### config.mk
export PLATFORM = sky130hd
export DESIGN_NAME = cbf_flags
export DESIGN_NICKNAME = d
export VERILOG_FILES = /design/src/design/cbf_pkg.sv /design/src/design/cbf_flags.sv
export SDC_FILE = /design/constraint.sdc
export NUM_CORES = 1
export LEC_CHECK = 0
export CAP_MARGIN = 20
export CORE_MARGIN = 1
export CORE_UTILIZATION = 50
export DETAILED_ROUTE_END_ITERATION = 8
export DONT_BUFFER_PORTS = 1
export GPL_TIMING_DRIVEN = 0
export SYNTH_ARGS = -nofsm -noshare
export SYNTH_HDL_FRONTEND = slang
export SYNTH_SLANG_ARGS = --single-unit
### constraint.sdc
create_clock -name i_ref_clk -period 3.6 [get_ports i_ref_clk]
set_clock_uncertainty 0.1 [all_clocks]
set_input_delay 0.18 -clock i_ref_clk [delete_from_list [all_inputs] [get_ports i_ref_clk]]
set_output_delay 0.18 -clock i_ref_clk [all_outputs]
set_load 0.01 [all_outputs]
### src/design/cbf_pkg.sv
// constants, field positions and carrier types for the buffer status flags
// assumes a single 250 MHz clock and an AHB-Lite register bus
// Operation
// RQ1: a message stored into a buffer sets that buffer's full flag.
// RQ2: 32 full flags sit in two 16-bit registers, buffer 16 at bit 0 of the high one.
// RQ3: software clears a full or overflow flag only by writing zero, writing one keeps it, reads show it.
// RQ4: storing into a buffer whose full flag is set sets that buffer's overflow flag.
// RQ5: 32 overflow flags sit in two 16-bit registers, buffer number equal to bit position; the code puts buffer 16 at bit 0 of the high one.
// RQ6: an overflow flag at zero means no overflow was seen, and all flags reset to zero.
// RQ7: one 16-bit control register serves a buffer pair, one byte each, abort, arbitration and error bits read-only.
// RQ8: the direction bit makes its buffer a transmit buffer at one, a receive buffer at zero.
// RQ9: the abort status bit is set when sending was aborted and cleared when it completed.
// RQ10: the arbitration lost bit is set when the message lost arbitration, clear otherwise.
// RQ11: the send error bit is set when a bus error hit the message, clear otherwise.
// RQ12: a hardware set in the same cycle as a software clear wins.
package cbf_pkg;
  localparam int NUM_BUF = 32;
  localparam int HALF = 16;
  localparam int BYTE_W = 8;
  localparam int IDX_W = 5;
  localparam int ADDR_W = 8;
  localparam int HTRANS_ACT_BIT = 1;

  localparam logic [ADDR_W-1:0] OFS_FULL_LO = 8'h00;
  localparam logic [ADDR_W-1:0] OFS_FULL_HI = 8'h04;
  localparam logic [ADDR_W-1:0] OFS_OVF_LO = 8'h08;
  localparam logic [ADDR_W-1:0] OFS_OVF_HI = 8'h0c;
  localparam logic [ADDR_W-1:0] OFS_PAIR_CTRL = 8'h10;

  localparam logic [NUM_BUF-1:0] FLAGS_RST = 32'h0000_0000;
  localparam logic [BYTE_W-1:0] CTRL_BYTE_RST = 8'h00;
  localparam logic [15:0] PAD_ZERO = 16'h0000;

  // bit positions inside one control byte
  localparam int BIT_DIR = 7;
  localparam int BIT_ABT = 6;
  localparam int BIT_LARB = 5;
  localparam int BIT_ERR = 4;
  localparam int BIT_REQ = 3;
  localparam logic [BYTE_W-1:0] CTRL_RW_MASK = 8'h8f;

  typedef struct packed {
    logic valid;
    logic [IDX_W-1:0] index;
  } cbf_store_type;

  typedef struct packed {
    logic valid;
    logic slot;
    logic aborted;
    logic arb_lost;
    logic bus_error;
  } cbf_tx_end_type;
endpackage

### src/design/cbf_flags.sv
// full/overflow flags for 32 buffers plus one buffer pair control register
// assumes store and transmit-end events come from logic on the same clock
//
// Local design decisions: the register offsets and the AHB-Lite slave port.
`timescale 1ns/1ps
`default_nettype none
module cbf_flags import cbf_pkg::*; (
  // clock and reset
  input wire logic i_ref_clk,
  input wire logic i_rst_b,
  // ahb-lite slave
  input wire logic i_hsel,
  input wire logic [31:0] i_haddr,
  input wire logic [1:0] i_htrans,
  input wire logic i_hwrite,
  input wire logic [2:0] i_hsize,
  input wire logic [31:0] i_hwdata,
  input wire logic i_hready,
  output logic [31:0] o_hrdata,
  output logic o_hreadyout,
  output logic o_hresp,
  // engine events
  input wire cbf_store_type i_store,
  input wire cbf_tx_end_type i_tx_end,
  // flag and control state
  output logic [NUM_BUF-1:0] o_full_flags,
  output logic [NUM_BUF-1:0] o_overrun_flags,
  output logic [15:0] o_pair_control,
  output logic [1:0] o_direction
);
  logic [NUM_BUF-1:0] buffer_full_flag;
  logic [NUM_BUF-1:0] buffer_overrun_flag;
  logic [1:0][BYTE_W-1:0] pair_ctrl;
  logic dph_valid;
  logic dph_write;
  logic [ADDR_W-1:0] dph_addr;
  logic [NUM_BUF-1:0] store_hit;
  logic [NUM_BUF-1:0] full_clr;
  logic [NUM_BUF-1:0] ovf_clr;
  logic wr_ctrl;

  // set has priority over clear so no event is lost
  function automatic logic [NUM_BUF-1:0] next_flags(
    input logic [NUM_BUF-1:0] cur,
    input logic [NUM_BUF-1:0] set,
    input logic [NUM_BUF-1:0] clr);
    next_flags = (cur & ~clr) | set; // RQ12
  endfunction

  // zero bits of a write select flags to clear, one bits are ignored
  function automatic logic [NUM_BUF-1:0] clr_mask(
    input logic wr_lo,
    input logic wr_hi,
    input logic [31:0] wdata);
    clr_mask = {wr_hi ? ~wdata[HALF-1:0] : PAD_ZERO,
                wr_lo ? ~wdata[HALF-1:0] : PAD_ZERO}; // RQ3
  endfunction

  function automatic logic [BYTE_W-1:0] next_ctrl(
    input logic [BYTE_W-1:0] cur,
    input logic wr,
    input logic [BYTE_W-1:0] wdata,
    input logic ev,
    input cbf_tx_end_type tx);
    next_ctrl = cur;
    if (wr) begin
      // status bits are read-only from the bus
      next_ctrl = (wdata & CTRL_RW_MASK) | (cur & ~CTRL_RW_MASK); // RQ7
    end
    if (ev) begin
      next_ctrl[BIT_ABT] = tx.aborted; // RQ9
      next_ctrl[BIT_LARB] = tx.arb_lost; // RQ10
      next_ctrl[BIT_ERR] = tx.bus_error; // RQ11
      if (!tx.aborted && !tx.arb_lost && !tx.bus_error) begin
        next_ctrl[BIT_REQ] = 1'b0;
      end
    end
  endfunction

  // zero wait states: every transfer completes in its first data cycle
  assign o_hreadyout = 1'b1;
  assign o_hresp = 1'b0;

  always_ff @(posedge i_ref_clk or negedge i_rst_b) begin
    if (!i_rst_b) begin
      dph_valid <= 1'b0;
      dph_write <= 1'b0;
      dph_addr <= OFS_FULL_LO;
    end else if (i_hready) begin
      dph_valid <= i_hsel && i_htrans[HTRANS_ACT_BIT];
      dph_write <= i_hwrite;
      dph_addr <= i_haddr[ADDR_W-1:0];
    end
  end

  assign store_hit = i_store.valid ? (NUM_BUF'(1) << i_store.index) : '0;
  assign full_clr = clr_mask(dph_valid && dph_write && dph_addr == OFS_FULL_LO,
                             dph_valid && dph_write && dph_addr == OFS_FULL_HI,
                             i_hwdata);
  assign ovf_clr = clr_mask(dph_valid && dph_write && dph_addr == OFS_OVF_LO,
                            dph_valid && dph_write && dph_addr == OFS_OVF_HI,
                            i_hwdata);
  assign wr_ctrl = dph_valid && dph_write && dph_addr == OFS_PAIR_CTRL;

  always_ff @(posedge i_ref_clk or negedge i_rst_b) begin
    if (!i_rst_b) begin
      buffer_full_flag <= FLAGS_RST; // RQ6
    end else begin
      buffer_full_flag <= next_flags(buffer_full_flag, store_hit,
                                     full_clr); // RQ1
    end
  end

  // an overrun is only a store landing on a buffer already marked full
  always_ff @(posedge i_ref_clk or negedge i_rst_b) begin
    if (!i_rst_b) begin
      buffer_overrun_flag <= FLAGS_RST; // RQ6
    end else begin
      buffer_overrun_flag <= next_flags(buffer_overrun_flag,
                                        store_hit & buffer_full_flag,
                                        ovf_clr); // RQ4
    end
  end

  always_ff @(posedge i_ref_clk or negedge i_rst_b) begin
    if (!i_rst_b) begin
      pair_ctrl <= {CTRL_BYTE_RST, CTRL_BYTE_RST};
    end else begin
      for (int s = 0; s < 2; s++) begin
        pair_ctrl[s] <= next_ctrl(pair_ctrl[s], wr_ctrl,
                                  i_hwdata[s*BYTE_W +: BYTE_W],
                                  i_tx_end.valid && i_tx_end.slot == s[0],
                                  i_tx_end); // RQ7
      end
    end
  end

  // read mux over flops; unmapped offsets read zero
  always_comb begin
    o_hrdata = '0;
    if (dph_valid && !dph_write) begin
      unique case (dph_addr)
        OFS_FULL_LO: o_hrdata = {PAD_ZERO, buffer_full_flag[HALF-1:0]}; // RQ3
        OFS_FULL_HI: // RQ2
          o_hrdata = {PAD_ZERO, buffer_full_flag[NUM_BUF-1:HALF]};
        OFS_OVF_LO: // RQ5
          o_hrdata = {PAD_ZERO, buffer_overrun_flag[HALF-1:0]};
        OFS_OVF_HI: // RQ5
          o_hrdata = {PAD_ZERO, buffer_overrun_flag[NUM_BUF-1:HALF]};
        OFS_PAIR_CTRL: o_hrdata = {PAD_ZERO, pair_ctrl};
        default: o_hrdata = '0;
      endcase
    end
  end

  assign o_full_flags = buffer_full_flag;
  assign o_overrun_flags = buffer_overrun_flag;
  assign o_pair_control = pair_ctrl;
  assign o_direction = {pair_ctrl[1][BIT_DIR], pair_ctrl[0][BIT_DIR]}; // RQ8
endmodule
`default_nettype wire

==> results.md <==
- The number of rows created at floorplan is 35.
- The sum of negative setup slack is 0 ps.
- The kind of critical path is reg2reg.
- Summed over all layers, the routed wires come to 15.5 mm.
- The detailed router placed 4122 vias in this run.
- The startpoint of the tightest hold check path is i_tx_end[4].
- After detailed routing, the number of vias per cell comes to 6.34.
- The switching component of the power is 0.000813 W.
- The tightest min-delay check is of the in2reg type.
- The minimum clock period is 3090 ps.
- Clock-pin slew was measured on the worst setup and hold paths at 100 ps.
- The detailed-route DRC error count is 0.
- In this run the critical register-to-register path is captured at o_overrun_flags[10]$_DFF_PN0_.
- The fill cell instance count of the final layout is 823.
- The number of enable-type register cells in the synthesized netlist is 0.
- Once detailed placement completed, the half-perimeter wirelength came to 10.4 mm.
- Setup repair after global routing left no endpoint under its margin.
- Of the total power, the clock network draws 0.327.
- 0 antenna diodes ended up in the layout.
- The die outline width is 101 um.
- The share of the Yosys chip area taken by registers is 0.458.
- At the end of routability-driven placement, the weighted congestion stood at 0.806.
- Dividing the final minimum period by the clock period gives 0.857.
- The slowest stage of the critical path belongs to the cell sky130_fd_sc_hd__nor3_1.
- The maximum count of clock buffers along a single path is 2.
- The maximum achievable frequency is 324 MHz.
- The number of buffers and inverters on the critical path is 2.
- The worst setup path is launched from a flip-flop.
- Summed over all cells, the static leakage comes to 2.46 nW.
- The worst-path maximum fanout is 10.
- The critical path goes through buf_2 -> or4_1 -> nor3_1 -> clkbuf_1 -> o21ai_0.
- The overall die height is 101 um.
- The number of port buffers is 0.
- Cell internal power was estimated by the tool at 0.00181 W.
- The placed instance area is 5140 sq um.
- The fraction of power spent switching nets is 0.310.
- The worst setup path is captured at a flip-flop.
- The total area of sequential cells is 2250 sq um.
- The area of the multi-input gates is 2310 sq um.
- The number of clock buffers added by TritonCTS is 9.
- In this run the cell area of the synthesized design comes to 4910 sq um.
- In this run the standard cell core region covers 9370 sq um.
- After clock tree synthesis, the setup repair step added 0 buffers.
- The number of maximum-capacitance violations is 0.
- The setup check on the worst reg-to-reg path leaves a slack of 510 ps.
- Data on the critical path arrives at its endpoint at 3210 ps.
- The worst slew slack as a fraction of its limit is 0.307.
- The critical path's top delay family is simple AND/OR/NAND/NOR gates.
- The Yosys step of the flow raised 0 warnings.
- Once layout is done, the placed cells without fillers occupy 5770 sq um.
- Entering global routing, the biggest net connects 91 pins.
- The TritonCTS clock tree is done.
- Of the cells placed in the final design, the portion with a size suffix greater than 1 is 0.144.
- Measured on the finished design, the core utilization comes to 0.616.
- The die covers 10200 sq um.
- The routed length per instance is 23.9 um.
- The worst path required time is 3720 ps.
- IR analysis of the VDD net gives a maximum drop of 0.207 mV.
- The total overflow left after global routing is 0.
- The power share of the sequential group is 0.498.
- The slew at the pin closest to its max-slew limit is 1040 ps.
- The TritonCTS sink count is 90.
- The number of global-route vias before repair came to 4029.
- Compared with the post-synthesis result, the final layout area differs by 17.4%.
- The gate count after technology mapping is 452.
- The part of the power in combinational logic is 0.175.
- The count of routing violations after the opening detailed-route iteration is 233.
- The total global-route track usage is 0.311.
- In this run, post-CTS repair resized a total of 0 instances.
- Once detail routing completed, the nets flagged for antenna violations numbered 0.
- Pin placement for this block handled 201 I/O pins.
- The post-synthesis cell type count is 41.
- The areal power density over the cells is 455 nW/um^2.
- Dividing the synthesized area by the synthesized cell count gives 10.9 sq um.
- The count of endpoints failing hold in the final timing report is 0.
- Counting flops with an async set or reset pin after synthesis yields a share of 1.00.
- Counting flops and latches in the post-synthesis netlist gives 90.
- The startpoint of the worst-slack reg-to-reg timing path is dph_addr[4]$_DFFE_PN0P_.
- The run finished with clean final reports.
- The clock insertion delay at the later pin of the skew report is 370 ps.
- The dominant register cell in the synthesized netlist is sky130_fd_sc_hd__dfrtp_1.
- The maximum cell stage delay along the critical path is 820 ps.
- The initial core utilization is 0.524.
- The placement-stage worst setup slack is 535 ps.
- For hold timing, the worst endpoint is o_pair_control[4]$_DFFE_PN0P_.
- Counting cells, the worst reg-to-reg path comes to 5.
- Along the worst hold path, the cell count comes to 2.
- The number of nets in the layout is 601.
- The number of pins with negative max-slew slack in the final report is 0.
- In this run the clock root is driven by a sky130_fd_sc_hd__clkbuf_8.
- The CTS H-tree depth is 3.
- For this run, the detailed router's first-pass iteration total came to 8.
- The number of antenna violations at the first check in global routing is 0.
- The final setup violation count is 0.
- The wire length of the first global-routing pass is 23.3 mm.
- Setup slack on the critical path of the routed design comes to 515 ps.
- The post-cts hold buffer count is 37.
registers in the layout, summed over array words and instances, names as in the netlist:
signal,cells
dph_addr,8
o_direction,2
o_overrun_flags,32
o_pair_control,14
dph_write,1
o_full_flags,32
dph_valid,1
cell type report:
class | count | area share
multi-input cells | 299 | 0.400
flip-flops and latches | 90 | 0.390
repair buffers | 37 | 0.0672
plain buffers | 61 | 0.0600
well taps | 129 | 0.0280
clock buffers | 9 | 0.0215
clock inverters | 7 | 0.0215
inverters | 18 | 0.0117
power groups by stage:
stage | Combinational [W] | Sequential (W) | Clock [W]
finish | 0.000458 | 0.00131 | 0.000858
detailed placement | 0.000383 | 0.00133 | 0
global route | 0.000504 | 0.00133 | 0.000909
global placement | 0.000375 | 0.00132 | 0
CTS | 0.000456 | 0.00131 | 0.000865
floorplan | 0.000312 | 0.00127 | 0
layer usage:
layer	share of wire	vias to the layer above	GRT usage
met4	0.022	0	0.116
met1	0.40	2043	0.395
li1	-	1840	-
met3	0.098	28	0.0939
met5	0	-	0
met2	0.48	211	0.500
synthesized netlist by cell type, drive strengths merged (18+ instances only):
cell / number / area (sq um)
o21ai: 24 / 120
a21oi: 35 / 175
buf: 33 / 241
clkbuf: 28 / 105
or4: 20 / 154
inv: 18 / 67.6
dfrtp: 90 / 2250
mux2i: 33 / 330
mux2: 23 / 289
per-stage QoR:
stage	cells	total power, W	hold slack, ps
after floorplan	468	0.00158	-216
after CTS	650	0.00263	10.4
after detailed placement	597	0.00171	-213
final	650	0.00262	20.0
after global routing	650	0.00274	15.8
after global placement	597	0.00170	-214
logic make-up (layout without fill, tap and decap cells):
group	count (synthesis)	in the layout	synth area share
buffers and inverters	79	132	0.0843
other	2	18	0.00153
and+or+nand+nor	56	56	0.0845
muxes	56	56	0.126
DFF	90	90	0.458
AOI/OAI and AO/OA	169	169	0.245
placed cells by master, fill, tap and decap left out, types with 18 or more instances in the layout:
| master | count |
|---|---|
| sky130_fd_sc_hd__o21ai_0 | 24 |
| sky130_fd_sc_hd__clkbuf_1 | 28 |
| sky130_fd_sc_hd__or4_1 | 19 |
| sky130_fd_sc_hd__a21oi_1 | 35 |
| sky130_fd_sc_hd__dlygate4sd3_1 | 36 |
| sky130_fd_sc_hd__conb_1 | 18 |
| sky130_fd_sc_hd__mux2i_1 | 33 |
| sky130_fd_sc_hd__inv_1 | 18 |
| sky130_fd_sc_hd__buf_4 | 20 |
| sky130_fd_sc_hd__dfrtp_1 | 90 |
worst max-delay path by stage:
stage | startpoint | end | cells after the start
2_1_floorplan | dph_addr[1]$_DFFE_PN0P_ | o_hrdata[10] | 5
3_3_place_gp | dph_addr[2]$_DFFE_PN0P_ | o_overrun_flags[13]$_DFF_PN0_ | 5
3_5_place_dp | dph_addr[2]$_DFFE_PN0P_ | o_overrun_flags[10]$_DFF_PN0_ | 5
4_1_cts | dph_addr[2]$_DFFE_PN0P_ | o_overrun_flags[10]$_DFF_PN0_ | 5
5_1_grt | dph_addr[4]$_DFFE_PN0P_ | o_overrun_flags[6]$_DFF_PN0_ | 5
6_report | dph_addr[4]$_DFFE_PN0P_ | o_overrun_flags[10]$_DFF_PN0_ | 5
worst register-to-register path: stages, from the launching register on:
cell	delay, ps
sky130_fd_sc_hd__dfrtp_1	380
sky130_fd_sc_hd__buf_2	170
sky130_fd_sc_hd__or4_1	730
sky130_fd_sc_hd__nor3_1	820
sky130_fd_sc_hd__clkbuf_1	580
sky130_fd_sc_hd__o21ai_0	160
No activity file was read; power rests on OpenSTA's default activity.
